## config.mk

```make
export PLATFORM = sky130hd
export DESIGN_NAME = chrp_halt_ctrl
export DESIGN_NICKNAME = d
export VERILOG_FILES = /design/src/chrp_pkg.sv /design/src/chrp_pause_counter.sv /design/src/chrp_halt_ctrl.sv
export VERILOG_INCLUDE_DIRS = /design/src
export SDC_FILE = /design/constraint.sdc
export NUM_CORES = 1
export LEC_CHECK = 0
export BUFFER_PORTS_ARGS = -buffer_cell sky130_fd_sc_hd__buf_4
export CORE_UTILIZATION = 48
export CTS_BUF_LIST = sky130_fd_sc_hd__clkbuf_2
export CTS_CLUSTER_DIAMETER = 200
export DETAILED_ROUTE_END_ITERATION = 10
export HOLD_SLACK_MARGIN = 0.03
export PLACE_DENSITY_LB_ADDON = 0.08
export REMOVE_ABC_BUFFERS = 1
export SKIP_CTS_REPAIR_TIMING = 1
export SLEW_MARGIN = 25
export SYNTH_ARGS = -nofsm -noshare
export SYNTH_HDL_FRONTEND = slang
export SYNTH_SLANG_ARGS = --single-unit
```

## constraint.sdc

```tcl
create_clock -name core_clk -period 2.86 [get_ports core_clk]
set_input_delay 0.429 -clock core_clk [delete_from_list [all_inputs] [get_ports core_clk]]
set_output_delay 0.429 -clock core_clk [all_outputs]
set_load 0.01 [all_outputs]
```

## src/chrp_defines.svh

```systemverilog
`ifndef CHRP_DEFINES_SVH
`define CHRP_DEFINES_SVH

// ----------------------------------------
// csr addresses
// ----------------------------------------
`define CHRP_CSR_PAUSE_ADDR   12'h7C2
`define CHRP_CSR_PMC_ADDR     12'h7C6

// ----------------------------------------
// field positions and reset values
// ----------------------------------------
`define CHRP_PMC_HALT_BIT     0
`define CHRP_PAUSE_RESET      32'h0000_0000
`define CHRP_CSR_READ_ZERO    32'h0000_0000

// ----------------------------------------
// timing
// ----------------------------------------
`define CHRP_PAUSE_DEC        32'h0000_0001

`endif

```

## src/chrp_pkg.sv

```systemverilog
package chrp_pkg;

	typedef enum logic [1:0]
	{
		CHRP_RUNNING,
		CHRP_QUIESCE,
		CHRP_POWER_HALTED,
		CHRP_DEBUG_HALTED
	} chrp_state_t;

	// csr access from the core's csr pipe
	typedef struct packed
	{
		logic        wr_en;
		logic        rd_en;
		logic [11:0] addr;
		logic [31:0] wdata;
	} chrp_csr_req_t;

	// wake-up sources while in power halt
	typedef struct packed
	{
		logic pmu_run;
		logic pic_wakeup;
		logic ext_timer;
		logic int_timer;
		logic nmi;
	} chrp_wake_t;

endpackage

```

## src/chrp_pause_counter.sv

```systemverilog
`timescale 1ns/1ps
`include "chrp_defines.svh"

module chrp_pause_counter
(
	input  wire logic        core_clk,
	input  wire logic        srst,
	input  wire logic        load,
	input  wire logic [31:0] load_value,
	input  wire logic        freeze,
	input  wire logic        abort,
	output logic             pausing
);

	logic [31:0] count_r;
	logic [31:0] count_nxt;

	// ----------------------------------------
	// countdown
	// ----------------------------------------
	always_comb
	begin
		count_nxt = count_r;
		if (load)
			count_nxt = load_value;
		else if (abort)
			count_nxt = `CHRP_PAUSE_RESET;
		else if (!freeze && count_r != `CHRP_PAUSE_RESET)
			count_nxt = count_r - `CHRP_PAUSE_DEC;
	end

	// freeze holds the count while not running; load and abort override it
	always_ff @(posedge core_clk)
	begin
		if (srst)
			count_r <= `CHRP_PAUSE_RESET;
		else
			count_r <= count_nxt;
	end

	assign pausing = (count_r != `CHRP_PAUSE_RESET);

endmodule

```

## src/chrp_halt_ctrl.sv

```systemverilog
// Notes on behaviour
// - ack multi-core halt even when already debug-halted
// - multi-core run waits for debugger operation end; the code waits only if the debugger also holds a halt
// - debugger resume waits for pending multi-core run
// - all halts released: run, drop debug status
// - run ack only once actually running
// - both sources must issue run to leave
// - power halt wakes on five wake sources
// - low-priority external interrupts ignored while halted
// - wakeup interrupt needs global and external enables
// - pending interrupts serviced once running again
// - halt bit write starts quiesce, then halted
// - halt bit write ignored in debug mode
// - halt bit reads zero, upper bits zero
// - reserved bits zero, writes any value legal
// - dma keeps being served while halted
// - pause csr write stops execution, counts down
// - pause csr reads zero, resets zero
// - pause keeps running state, stays interruptible
// - internal timer interrupt ends a pause
// - power halt during pause freezes the count
// - pause length need not be cycle exact
// - wait-for-interrupt executes as no-operation
// - run ack drops after run request drops
`timescale 1ns/1ps
`include "chrp_defines.svh"

module chrp_halt_ctrl
(
	input  wire logic                   core_clk,
	input  wire logic                   srst,
	// csr port
	input  wire chrp_pkg::chrp_csr_req_t csr_req,
	output logic [31:0]                 csr_rdata,
	output logic                        csr_hit,
	// core debugger
	input  wire logic                   dbg_halt_req,
	input  wire logic                   dbg_resume_req,
	input  wire logic                   dbg_op_busy,
	// multi-core debug controller
	input  wire logic                   mpc_halt_req,
	output logic                        mpc_halt_ack,
	input  wire logic                   mpc_run_req,
	output logic                        mpc_run_ack,
	input  wire logic                   mpc_reset_run,
	output logic                        debug_mode_status,
	// power management unit
	input  wire logic                   pmu_halt_req,
	input  wire logic                   pmu_run_req,
	output logic                        pmu_halted,
	// wake and interrupt sources
	input  wire chrp_pkg::chrp_wake_t   wake,
	input  wire logic                   ext_int_pending,
	input  wire logic                   mstatus_mie,
	input  wire logic                   mie_meie,
	input  wire logic                   any_int,
	// pipeline side
	input  wire logic                   pipe_idle,
	input  wire logic                   wfi_exec,
	input  wire logic                   dma_req,
	output logic                        dma_grant,
	output logic                        exec_stall,
	output logic                        int_take_ok,
	output logic                        wfi_retire,
	output logic                        core_running
);

	chrp_pkg::chrp_state_t state_r;
	chrp_pkg::chrp_state_t state_nxt;

	logic dbg_hold_r;
	logic mpc_hold_r;
	logic run_ack_r;
	logic halt_ack_r;
	logic started_r;
	logic pause_active;
	logic wake_any;
	logic fw_halt_wr;
	logic pause_wr;
	logic pause_abort;
	logic [31:0] rdata_r;
	logic hit_r;

	// ----------------------------------------
	// csr decode
	// ----------------------------------------
	function automatic logic csr_match
	(
		input chrp_pkg::chrp_csr_req_t req,
		input logic [11:0]             addr
	);
		csr_match = (req.addr == addr);
	endfunction

	// either debug source asking for a halt
	function automatic logic halt_requested
	(
		input logic dbg_req,
		input logic mpc_req
	);
		halt_requested = dbg_req || mpc_req;
	endfunction

	// write of one to the halt bit, dropped in debug mode
	assign fw_halt_wr = csr_req.wr_en
		&& csr_match(csr_req, `CHRP_CSR_PMC_ADDR)
		&& csr_req.wdata[`CHRP_PMC_HALT_BIT]
		&& state_r != chrp_pkg::CHRP_DEBUG_HALTED;

	assign pause_wr = csr_req.wr_en
		&& csr_match(csr_req, `CHRP_CSR_PAUSE_ADDR)
		&& state_r == chrp_pkg::CHRP_RUNNING;

	// ----------------------------------------
	// wake-up qualification
	// ----------------------------------------
	// only the highest-priority level reaches here as pic_wakeup;
	// lower levels are simply not looked at while halted
	always_comb
	begin
		wake_any = wake.pmu_run
			|| (wake.pic_wakeup && mstatus_mie && mie_meie)
			|| wake.ext_timer
			|| wake.int_timer
			|| wake.nmi;
	end

	// ----------------------------------------
	// halt source tracking
	// ----------------------------------------
	always_ff @(posedge core_clk)
	begin
		if (srst)
			dbg_hold_r <= 1'b0;
		else if (dbg_halt_req)
			dbg_hold_r <= 1'b1;
		else if (dbg_resume_req && !dbg_op_busy)
			dbg_hold_r <= 1'b0;
	end

	// reset strap taken on the first clock after release
	always_ff @(posedge core_clk)
	begin
		if (srst)
			started_r <= 1'b0;
		else
			started_r <= 1'b1;
	end

	always_ff @(posedge core_clk)
	begin
		if (srst)
			mpc_hold_r <= 1'b0;
		else if (!started_r && !mpc_reset_run)
			mpc_hold_r <= 1'b1;
		else if (mpc_halt_req)
			mpc_hold_r <= 1'b1;
		else if (mpc_run_req)
			mpc_hold_r <= 1'b0;
	end

	// ----------------------------------------
	// activity state
	// ----------------------------------------
	always_comb
	begin
		state_nxt = state_r;
		case (state_r)
			chrp_pkg::CHRP_RUNNING:
			begin
				if (halt_requested(dbg_halt_req, mpc_halt_req) || (!started_r && !mpc_reset_run))
					state_nxt = chrp_pkg::CHRP_DEBUG_HALTED;
				else if (fw_halt_wr || pmu_halt_req)
					state_nxt = chrp_pkg::CHRP_QUIESCE;
			end
			chrp_pkg::CHRP_QUIESCE:
			begin
				if (halt_requested(dbg_halt_req, mpc_halt_req))
					state_nxt = chrp_pkg::CHRP_DEBUG_HALTED;
				else if (pipe_idle)
					state_nxt = chrp_pkg::CHRP_POWER_HALTED;
			end
			chrp_pkg::CHRP_POWER_HALTED:
			begin
				if (halt_requested(dbg_halt_req, mpc_halt_req))
					state_nxt = chrp_pkg::CHRP_DEBUG_HALTED;
				else if (wake_any || pmu_run_req)
					state_nxt = chrp_pkg::CHRP_RUNNING;
			end
			chrp_pkg::CHRP_DEBUG_HALTED:
			begin
				// both holds must be gone, whichever cleared last
				if (!dbg_hold_r && !mpc_hold_r && !dbg_halt_req && !mpc_halt_req)
					state_nxt = chrp_pkg::CHRP_RUNNING;
			end
			default:
				state_nxt = chrp_pkg::CHRP_RUNNING;
		endcase
	end

	always_ff @(posedge core_clk)
	begin
		if (srst)
			state_r <= chrp_pkg::CHRP_RUNNING;
		else
			state_r <= state_nxt;
	end

	// ----------------------------------------
	// multi-core handshakes
	// ----------------------------------------
	// halt ack also given when already debug halted, no state change
	always_ff @(posedge core_clk)
	begin
		if (srst)
			halt_ack_r <= 1'b0;
		else
			halt_ack_r <= mpc_halt_req && state_r == chrp_pkg::CHRP_DEBUG_HALTED;
	end

	always_ff @(posedge core_clk)
	begin
		if (srst)
			run_ack_r <= 1'b0;
		else if (!mpc_run_req)
			run_ack_r <= 1'b0;
		else if (state_r == chrp_pkg::CHRP_RUNNING && !pmu_halt_req)
			run_ack_r <= 1'b1;
	end

	// ----------------------------------------
	// status outputs
	// ----------------------------------------
	assign mpc_halt_ack      = halt_ack_r;
	assign mpc_run_ack       = run_ack_r;
	assign debug_mode_status = (state_r == chrp_pkg::CHRP_DEBUG_HALTED);
	assign pmu_halted        = (state_r == chrp_pkg::CHRP_POWER_HALTED);
	assign core_running      = (state_r == chrp_pkg::CHRP_RUNNING);

	// ----------------------------------------
	// pause
	// ----------------------------------------
	// stall is taken a cycle late; pause length is approximate
	assign pause_abort = any_int || wake.int_timer;

	chrp_pause_counter u_pause
	(
		.core_clk   (core_clk),
		.srst       (srst),
		.load       (pause_wr),
		.load_value (csr_req.wdata),
		.freeze     (state_r != chrp_pkg::CHRP_RUNNING),
		.abort      (pause_abort),
		.pausing    (pause_active)
	);

	// pause stalls execution only; state stays running
	assign exec_stall = pause_active || (state_r != chrp_pkg::CHRP_RUNNING);

	// interrupts are only taken in running, pending ones then fire
	assign int_take_ok = (state_r == chrp_pkg::CHRP_RUNNING) && ext_int_pending;

	// dma arbitration does not care about halt state
	assign dma_grant  = dma_req;
	assign wfi_retire = wfi_exec;

	// ----------------------------------------
	// csr read
	// ----------------------------------------
	// both registers read zero: halt bit is write-one, pause is write-any
	always_ff @(posedge core_clk)
	begin
		if (srst)
			rdata_r <= `CHRP_CSR_READ_ZERO;
		else
			rdata_r <= `CHRP_CSR_READ_ZERO;
	end

	// hit only for the two mapped addresses
	always_ff @(posedge core_clk)
	begin
		if (srst)
			hit_r <= 1'b0;
		else
			hit_r <= csr_req.rd_en
				&& (csr_match(csr_req, `CHRP_CSR_PMC_ADDR)
				|| csr_match(csr_req, `CHRP_CSR_PAUSE_ADDR));
	end

	assign csr_rdata = rdata_r;
	assign csr_hit   = hit_r;

endmodule

```

* Yosys cells after proc, flatten, opt, wreduce, memory -nomap -nowiden
Cells that the tools add are included.
** Storage, ports and cells
- Bits in registers :: 40
- Input bits :: 68
- Output and inout port bits :: 42
- Word-level logic and storage cells :: 82
** Cells by class
- Add/sub/neg operators :: 1
- Equality and inequality tests :: 10
- Multiplexer cells :: 17
- Bitwise gates (word level) :: 1
- Reduce and logical (&&, ||, !) cells :: 45
** Operators with widths (number)
- 32-bit 2-to-1 mux :: 3
- 32-bit nonzero test :: 1
- 32-bit by 1-bit subtractor with 32-bit output, second input constant :: 1
- 12-bit by 11-bit == test with 1-bit output, second input constant :: 2
- 1-bit logical AND :: 17
- 2-bit 2-to-1 mux :: 7
- 1-bit logical OR :: 11
- 1-bit logical NOT :: 9
- 2-bit one-hot mux with 4 select lines :: 1
- 1-bit 2-to-1 mux :: 6
- 3-bit by 1-bit != test with 1-bit output, second input constant :: 2
- 3-bit nonzero test :: 2
- 2-bit == test, second input constant :: 2
- 4-bit AND reduction :: 1
- 2-bit nonzero test :: 2
- 3-bit != test, second input constant :: 1
- 2-bit by 1-bit == test with 1-bit output, second input constant :: 1
- 2-bit logical NOT :: 1
- 2-bit by 1-bit != test with 1-bit output, second input constant :: 1
- 2-bit != test, second input constant :: 1
- 2-bit OR reduction :: 1
- 1-bit inverter :: 1

* Longest topological paths before layout
Gate-level depths: netlist of run 1.
- Depth after elaboration :: 10
- Gate-level depth with buffers :: 9
- Gate-level depth less buffers :: 8

* Modules after synthesis
A second synthesis of run 1 with hierarchy kept.
** Second synthesis, totals
- Cell total of the unflattened synthesis :: 357
- Area total of the unflattened synthesis :: 2800.2 um^2
** Modules (own cells, without submodules)
- chrp_pause_counter :: instances 1, cells an instance 265, area each 2070.7 um^2, sequential area each 640.6 um^2
- chrp_halt_ctrl :: instances 1, cells an instance 92, area each 729.4 um^2, sequential area each 160.2 um^2

* Worst setup path after synthesis of run 1
OpenSTA, ideal clock, no wires.
- Kind :: register to register
- Start :: reg u_pause.count_r[0]
- End :: reg u_pause.count_r[19]
- Setup time :: 0.129 ns
- Arrival :: 1.899 ns
- Data required time :: 2.731 ns
- Slack :: 0.832 ns
- Cell stages (with the launch flop) :: 10
- Path buffers :: 1
- Period minus slack after synthesis :: 2.028 ns
- Path through :: dfxtp_1 > inv_1 > ha_1 > nor3b_2 > nand4_4 > o31ai_4 > nand2_4 > buf_6 > a32oi_1 > nor2_1
** On the way
- Word-level cells in the longest chain between the ends :: 4
- Elaborated cells between the ends (all ways) :: 7
- Those cells by class :: 1 x add/sub; 3 x mux; 3 x reduce/logical
** RTL lines
- from (decl) :: line chrp_pause_counter.sv:15 : logic [31:0] count_r;
- from (signal assigned) :: line chrp_pause_counter.sv:36 : count_r <= `CHRP_PAUSE_RESET;
- from (signal assigned) :: line chrp_pause_counter.sv:38 : count_r <= count_nxt;
- 32-bit by 1-bit subtractor with 32-bit output (no source line)
- 32-bit 2-to-1 mux :: line chrp_pause_counter.sv:28 : else if (!freeze && count_r != `CHRP_PAUSE_RESET)
- 32-bit 2-to-1 mux :: line chrp_pause_counter.sv:26 : else if (abort)
- 32-bit 2-to-1 mux :: line chrp_pause_counter.sv:24 : if (load)
Parallel ways exist; a longest one is shown, timed or not. The select of a mux whose other input is x is not followed.
A chain may end at the register's enable or synchronous reset.

* Final worst setup path of run 1
- Start :: reg u_pause.count_r[0]
- End :: out exec_stall
** On the way
- Word-level cells in the longest chain between the ends :: 2
** RTL lines
- 32-bit nonzero test (no source line)
- 1-bit logical OR :: line chrp_halt_ctrl.sv:258 : assign exec_stall = pause_active || (state_r != chrp_pkg::CHRP_RUNNING);
- to (decl) :: line chrp_halt_ctrl.sv:62 : output logic exec_stall,
No other way between the ends.

==> reports/qor.yml, run 1 <==
clock_tree:
  clkSinkCount: 40
  cts.htree.levels: 2
  cts_root_buffer: "clkbuf_2"
  insertion_delay_ps: 450
  cts_tree: "built"
  cts.path.max_buffers: 2
  cts_buffers: 5
  clk_pin_slew_ps: 250
global_routing:
  grt_pass1_vias: 2611
  antenna_found_initial: 0
  grt_pass1_wl_um: 12200
  grt_max_degree: 36
  overflow: 0
  grt_util_all_layers_pct: 24.3
finish:
  n_fill_cell: 556
  antenna_cells: 0
  drive_gt1_share_pct: 28.8
  synthToLayoutAreaGrowth_pct: 18.2
  nets: 491
route:
  via_per_inst: 5.75
  wl_um: 7520
  drtIter0Drc: 156
  detail-route-antenna-nets: 0
  dr.pass1.iters: 4
  num_vias: 2847
  wire_per_inst_um: 15.2
  drc_errors: 0
sta:
  max_freq_mhz: 378
  tightest_slew_ps: 884
  rsz0062_at_grt: "no"
  finalCritPeriodShare_pct: 92.6
  whs_ps: 180
  hold_viol: 0
  slew_headroom_pct: 40.6
  finalMaxSlewViolations: 0
  min_period_ps: 2650
  setup_viol: 0
  setup-tns-final_ps: 0
  clock_skew_ps: 26.6
synthesis:
  ys_seq_area_share_pct: 27.5
  avgSynthCellArea_um2: 8.24
  ys_types: 63
  synth-main-ff-cell: "dfxtp_1"
  synth_edf_count: 0
  async_flop_share_pct: 0
  synthCells: 353
  ys_ff_latch: 40
  syn_area_um2: 2910
  yosysWarnings: 0
pwr:
  p_int_uw: 1000
  max-vdd-ir-drop_mv: 0.269
  p_per_area_nw_per_um2: 474
  power_frac_clock_pct: 22.8
  seqPwrFrac_pct: 39.3
  p_leak_uw: 0.00146
  comb_power_share_pct: 37.9
  power_switching_uw: 625
  swShare_pct: 38.3
hold_path:
  whs_endpoint: "dbg_hold_r$_SDFFE_PP0P_"
  hp-start: "dbg_halt_req"
  hold_path_depth: 3
  hold_class: "in2reg"
status:
  status: "completed"
worst_setup_path:
  reg2reg_slack_ps: 340
  critPathKind: "reg2out"
  start_kind: "flop"
  worst_r2r_endpoint: "u_pause.count_r[25]$_SDFFE_PP0P_"
  crit_path_end_kind: "primary output"
  rr_startpoint: "u_pause.count_r[0]$_SDFFE_PP0P_"
  ff2ff_path_depth: 9
  cp.arrival_ps: 2220
  critPathRequiredTime_ps: 2430
  crit_fanout: 7
die:
  io_pins: 110
  coreArea_um2: 5680
  rows: 27
  start_util_pct: 51.2
  die_w_um: 79.8
  die_h_um: 79.8
  die_area_um2: 6370
placed_design:
  gp_congestion: 0.852
  dp_hpwl_um: 5360
  io_buffer_count: 73
job:
  cap_violations: 0
## metrics by stage
step                total power [uW]  instance area [um^2]  std cells  utilization, %  worst slack (ps)
floorplan                       1060                  2680        336               -               552
global placement                1250                  3350        485            59.0               368
detailed placement              1250                  3350        485            59.0               248
CTS                             1620                  3420        493            60.3               193
global route                    1720                  3440        495            60.5              47.9
finish                          1630                  3440        495            60.5               212
## sequential cells by signal, indices dropped and copies added (netlist names)
| signal | cells |
|---|---|
| mpc_run_ack | 1 |
| dbg_hold_r | 1 |
| state_r | 2 |
| mpc_halt_ack | 1 |
| started_r | 1 |
| csr_hit | 1 |
| mpc_hold_r | 1 |
| u_pause.count_r | 32 |
## cell usage in the layout (no fill, tap or decap), types with 4 or more instances in the layout
master    count
buf_4        79
dfxtp_1      40
nor2_1       34
conb_1       32
nand2_1      26
a21oi_1      26
nor3_1       23
o21ai_0      11
a211oi_2     11
a22oi_1       9
nor4_1        8
a31oi_1       8
nand3_1       7
or2_2         6
xor2_1        6
inv_1         5
o31ai_1       5
xnor2_1       5
clkbuf_2      5
nor4_4        4
or4_1         4
or3_1         4
o311ai_0      4
## cell type report
cell class / instances / area (um^2) / area share [%]
clock buffers: 5 / 25.0 / 0.728
clock inverters: 3 / 47.5 / 1.38
inverters: 6 / 22.5 / 0.655
multi-input cells: 290 / 1860 / 54.0
flip-flops and latches: 40 / 801 / 23.3
well taps: 72 / 90.1 / 2.62
repair buffers: 79 / 593 / 17.3
## how the worst max path moves through the flow
stage	startpoint	endpoint	slack [ps]	cells past startpoint
detailed placement	u_pause.count_r[0]$_SDFFE_PP0P_	u_pause.count_r[19]$_SDFFE_PP0P_	250	9
global route	u_pause.count_r[0]$_SDFFE_PP0P_	exec_stall	50	7
CTS	u_pause.count_r[0]$_SDFFE_PP0P_	u_pause.count_r[25]$_SDFFE_PP0P_	190	9
floorplan	csr_req[43]	u_pause.count_r[12]$_SDFFE_PP0P_	550	4
global placement	u_pause.count_r[0]$_SDFFE_PP0P_	u_pause.count_r[19]$_SDFFE_PP0P_	370	9
finish	u_pause.count_r[0]$_SDFFE_PP0P_	exec_stall	210	7
## power groups by stage
stage	sequential (uW)	clock, uW	combinational, uW
5_1_grt	647	394	680
3_3_place_gp	649	0	598
2_1_floorplan	641	0	420
4_1_cts	640	375	606
6_report	641	372	617
3_5_place_dp	651	0	603
## per-layer routing
| metal | track usage (%) | wire length [um] | vias up | share of wire (%) |
|---|---|---|---|---|
| met5 | 0 | 0 | - | 0 |
| met4 | 5.71 | 78 | 0 | 1.0 |
| met3 | 3.89 | 540 | 11 | 7.2 |
| met2 | 41.3 | 3580 | 113 | 48 |
| met1 | 31.9 | 3320 | 1331 | 44 |
| li1 | - | - | 1392 | - |
## logic make-up after synthesis
logic type / count (synthesis) / share of synthesized area (%)
compound gates: 98 / 24.8
xor+xnor: 11 / 3.31
flops: 40 / 27.5
other cells: 1 / 0.129
simple gates: 148 / 31.2
fa+ha+maj: 1 / 0.430
buf+inv: 54 / 12.6
## cells in the mapped netlist, types with 6 or more instances
cell | n | share of area (%)
clkbuf_1 | 7 | 0.90
nor4_1 | 8 | 1.7
or2_2 | 6 | 1.3
a21oi_1 | 26 | 4.5
a22oi_1 | 9 | 2.3
o21ai_0 | 11 | 1.9
xor2_1 | 6 | 1.8
nand2_1 | 26 | 3.4
nand3_1 | 7 | 1.2
nor2_1 | 34 | 4.4
dfxtp_1 | 40 | 28
a211oi_2 | 11 | 4.7
buf_4 | 35 | 9.0
a31oi_1 | 8 | 1.7
nor3_1 | 23 | 4.0
## worst max-delay path, stage by stage, from the launching register on
cell and delay, ps:
dfxtp_1 410, inv_1 90, ha_1 230, nor3b_2 330, nand4_4 250, nor2_4 200
nand3_1 100, buf_4 160
(Power assumes the default switching activity.)
==> run 2: changes to the inputs <==
ABC_CLOCK_PERIOD_IN_PS = 2860   (was not set)
PLACE_DENSITY = 0.74   (was not set)
PLACE_DENSITY_LB_ADDON = not set   (was 0.08)
==> reports/qor.yml, run 2 (same netlist as run 1, synthesis figures left out) <==
status:
  status: "completed"  # unchanged
worst_setup_path:
  rr_startpoint: "u_pause.count_r[0]$_SDFFE_PP0P_"  # unchanged
  cp_top_family: "simple AND/OR/NAND/NOR gates"  # unchanged
  start_kind: "flop"  # unchanged
  crit_path_end_kind: "flop"  # was primary output
  worst_path_max_delay_cell: "o31ai_4"  # was dfxtp_1
  worst-path-stages: 9  # was 7
  cp_cell_sequence: "inv_1 -> ha_1 -> nor3b_2 -> nand4_4 -> o31ai_4 -> nand2_4 -> buf_4 -> a32oi_1 -> nor2_1"  # was inv_1 -> ha_1 -> nor3b_2 -> nand4_4 -> nor2_4 -> nand3_1 -> buf_4
  reg2reg_slack_ps: 240  # was 340 ps
  crit_fanout: 28  # was 7
  ff2ff_path_depth: 9  # unchanged
  crit_buf_inv: 2  # unchanged
  cp.arrival_ps: 2920  # was 2220 ps
  critPathLaunch: "u_pause.count_r[0]$_SDFFE_PP0P_"  # unchanged
  critPathKind: "reg2reg"  # was reg2out
  cpPeakStageDelay_ps: 470  # was 410 ps
  critPathRequiredTime_ps: 3160  # was 2430 ps
  worst_r2r_endpoint: "u_pause.count_r[19]$_SDFFE_PP0P_"  # was u_pause.count_r[25]$_SDFFE_PP0P_
  crit_end: "u_pause.count_r[19]$_SDFFE_PP0P_"  # was exec_stall
sta:
  clock_skew_ps: 15.6  # was 26.6 ps
  finalMaxSlewViolations: 0  # unchanged
  finalCritPeriodShare_pct: 91.6  # was 92.6%
  setup_viol: 0  # unchanged
  setup-tns-final_ps: 0  # unchanged
  tightest_slew_ps: 913  # was 884 ps
  max_freq_mhz: 382  # was 378 MHz
  rsz0062_at_grt: "no"  # unchanged
  fin_ws_ps: 240  # was 212 ps
  min_period_ps: 2620  # was 2650 ps
  hold_viol: 0  # unchanged
  slew_headroom_pct: 39.1  # was 40.6%
clock_tree:
  cts.htree.levels: 2  # unchanged
  cts_tree: "built"  # unchanged
  cts_buffers: 5  # unchanged
  clk_pin_slew_ps: 220  # was 250 ps
  cts.path.max_buffers: 2  # unchanged
  insertion_delay_ps: 410  # was 450 ps
  clkSinkCount: 40  # unchanged
  cts_root_buffer: "clkbuf_2"  # unchanged
global_routing:
  gr-usage-met3_pct: 4.11  # was 3.89%
  grt_max_degree: 36  # unchanged
  grt_busiest_layer: "met2"  # unchanged
  use_met1_pct: 31.2  # was 31.9%
  grt_util_all_layers_pct: 24.1  # was 24.3%
  overflow: 0  # unchanged
  grt_pass1_vias: 2631  # was 2611
  antenna_found_initial: 0  # unchanged
  use_met2_pct: 40.7  # was 41.3%
  grt_pass1_wl_um: 12100  # was 12200 um
placed_design:
  gp_congestion: 0.867  # was 0.852
  place_area_um2: 3340  # was 3350 um^2
  io_buffer_count: 73  # unchanged
  post-place-ws_ps: 302  # was 248 ps
  dp_hpwl_um: 5260  # was 5360 um
die:
  die_area_um2: 6370  # unchanged
  io_pins: 110  # unchanged
  rows: 27  # unchanged
  die_w_um: 79.8  # unchanged
  coreArea_um2: 5680  # unchanged
  start_util_pct: 51.2  # unchanged
  die_h_um: 79.8  # unchanged
route:
  dr.pass1.iters: 5  # was 4
  via_per_inst: 5.68  # was 5.75
  wl_um: 7260  # was 7520 um
  wire_per_inst_um: 14.8  # was 15.2 um
  detail-route-antenna-nets: 0  # unchanged
  drtIter0Drc: 170  # was 156
  num_vias: 2794  # was 2847
  drc_errors: 0  # unchanged
finish:
  postLayoutCoreUtil_pct: 59.5  # was 60.5%
  top_register: "u_pause.count_r"  # unchanged
  largest_register_ffs: 32  # unchanged
  layout_commonest_cell: "buf_4"  # unchanged
  top_regs: "u_pause.count_r: 32 flops, state_r: 2 flops"  # unchanged
  drive_gt1_share_pct: 28.1  # was 28.8%
  layout_common_cells: "buf_4 (76), dfxtp_1 (40), nor2_1 (34), conb_1 (32)"  # was buf_4 (79), dfxtp_1 (40), nor2_1 (34), conb_1 (32)
  nets: 488  # was 491
  n_fill_cell: 528  # was 556
  fin_area_um2: 3380  # was 3440 um^2
  antenna_cells: 0  # unchanged
  synthToLayoutAreaGrowth_pct: 16.2  # was 18.2%
hold_path:
  hold_class: "in2reg"  # unchanged
  hold_path_depth: 3  # unchanged
job:
  cap_violations: 0  # unchanged
pwr:
  max-vdd-ir-drop_mv: 0.207  # was 0.269 mV
  p_per_area_nw_per_um2: 443  # was 474 nW/um^2
  p_leak_uw: 0.00144  # was 0.00146 uW
[run 2: worst min path at each step]
stage / startpoint / end / slack (ps)
6_report: dbg_halt_req / dbg_hold_r$_SDFFE_PP0P_ / 230
3_5_place_dp: dbg_hold_r$_SDFFE_PP0P_ / dbg_hold_r$_SDFFE_PP0P_ / 480
3_3_place_gp: dbg_hold_r$_SDFFE_PP0P_ / dbg_hold_r$_SDFFE_PP0P_ / 470
5_1_grt: mpc_run_req / mpc_run_ack$_SDFFE_PP0P_ / 210
4_1_cts: dbg_halt_req / dbg_hold_r$_SDFFE_PP0P_ / 210
2_1_floorplan: dbg_hold_r$_SDFFE_PP0P_ / dbg_hold_r$_SDFFE_PP0P_ / 450
[run 2: per-layer routing]
layer | part of all wire [%] | up-vias
li1 | - | 1384
met1 | 45 | 1295
met2 | 49 | 111
met3 | 6.0 | 4
met4 | 0.32 | 0
met5 | 0 | -
[run 2: worst register-to-register path, stage by stage (launching register included)]
cell and delay [ps]:
dfxtp_1 410, inv_1 90, ha_1 240, nor3b_2 330, nand4_4 250, o31ai_4 470, nand2_4 160, buf_4 320
a32oi_1 200, nor2_1 50
[run 2: stage by stage]
step           hold slack [ps]  cells  total power [uW]
6_report                   232    492              1500
5_1_grt                    208    492              1600
4_1_cts                    211    492              1500
3_5_place_dp               482    484              1240
3_3_place_gp               474    484              1240
2_1_floorplan              452    336              1060
[run 2: cell type report]
| cell class | count | area, um^2 | area share [%] |
|---|---|---|---|
| clock buffers | 5 | 25.0 | 0.740 |
| clock inverters | 3 | 13.8 | 0.407 |
| inverters | 6 | 22.5 | 0.666 |
| multi-input cells | 290 | 1860 | 54.9 |
| flip-flops and latches | 40 | 801 | 23.7 |
| well taps | 72 | 90.1 | 2.67 |
| repair buffers | 76 | 571 | 16.9 |
[run 2: report_power, final]
group | switching [uW] | internal, uW
registers | 46.7 | 593
clock network | 200 | 54.9
logic | 349 | 254
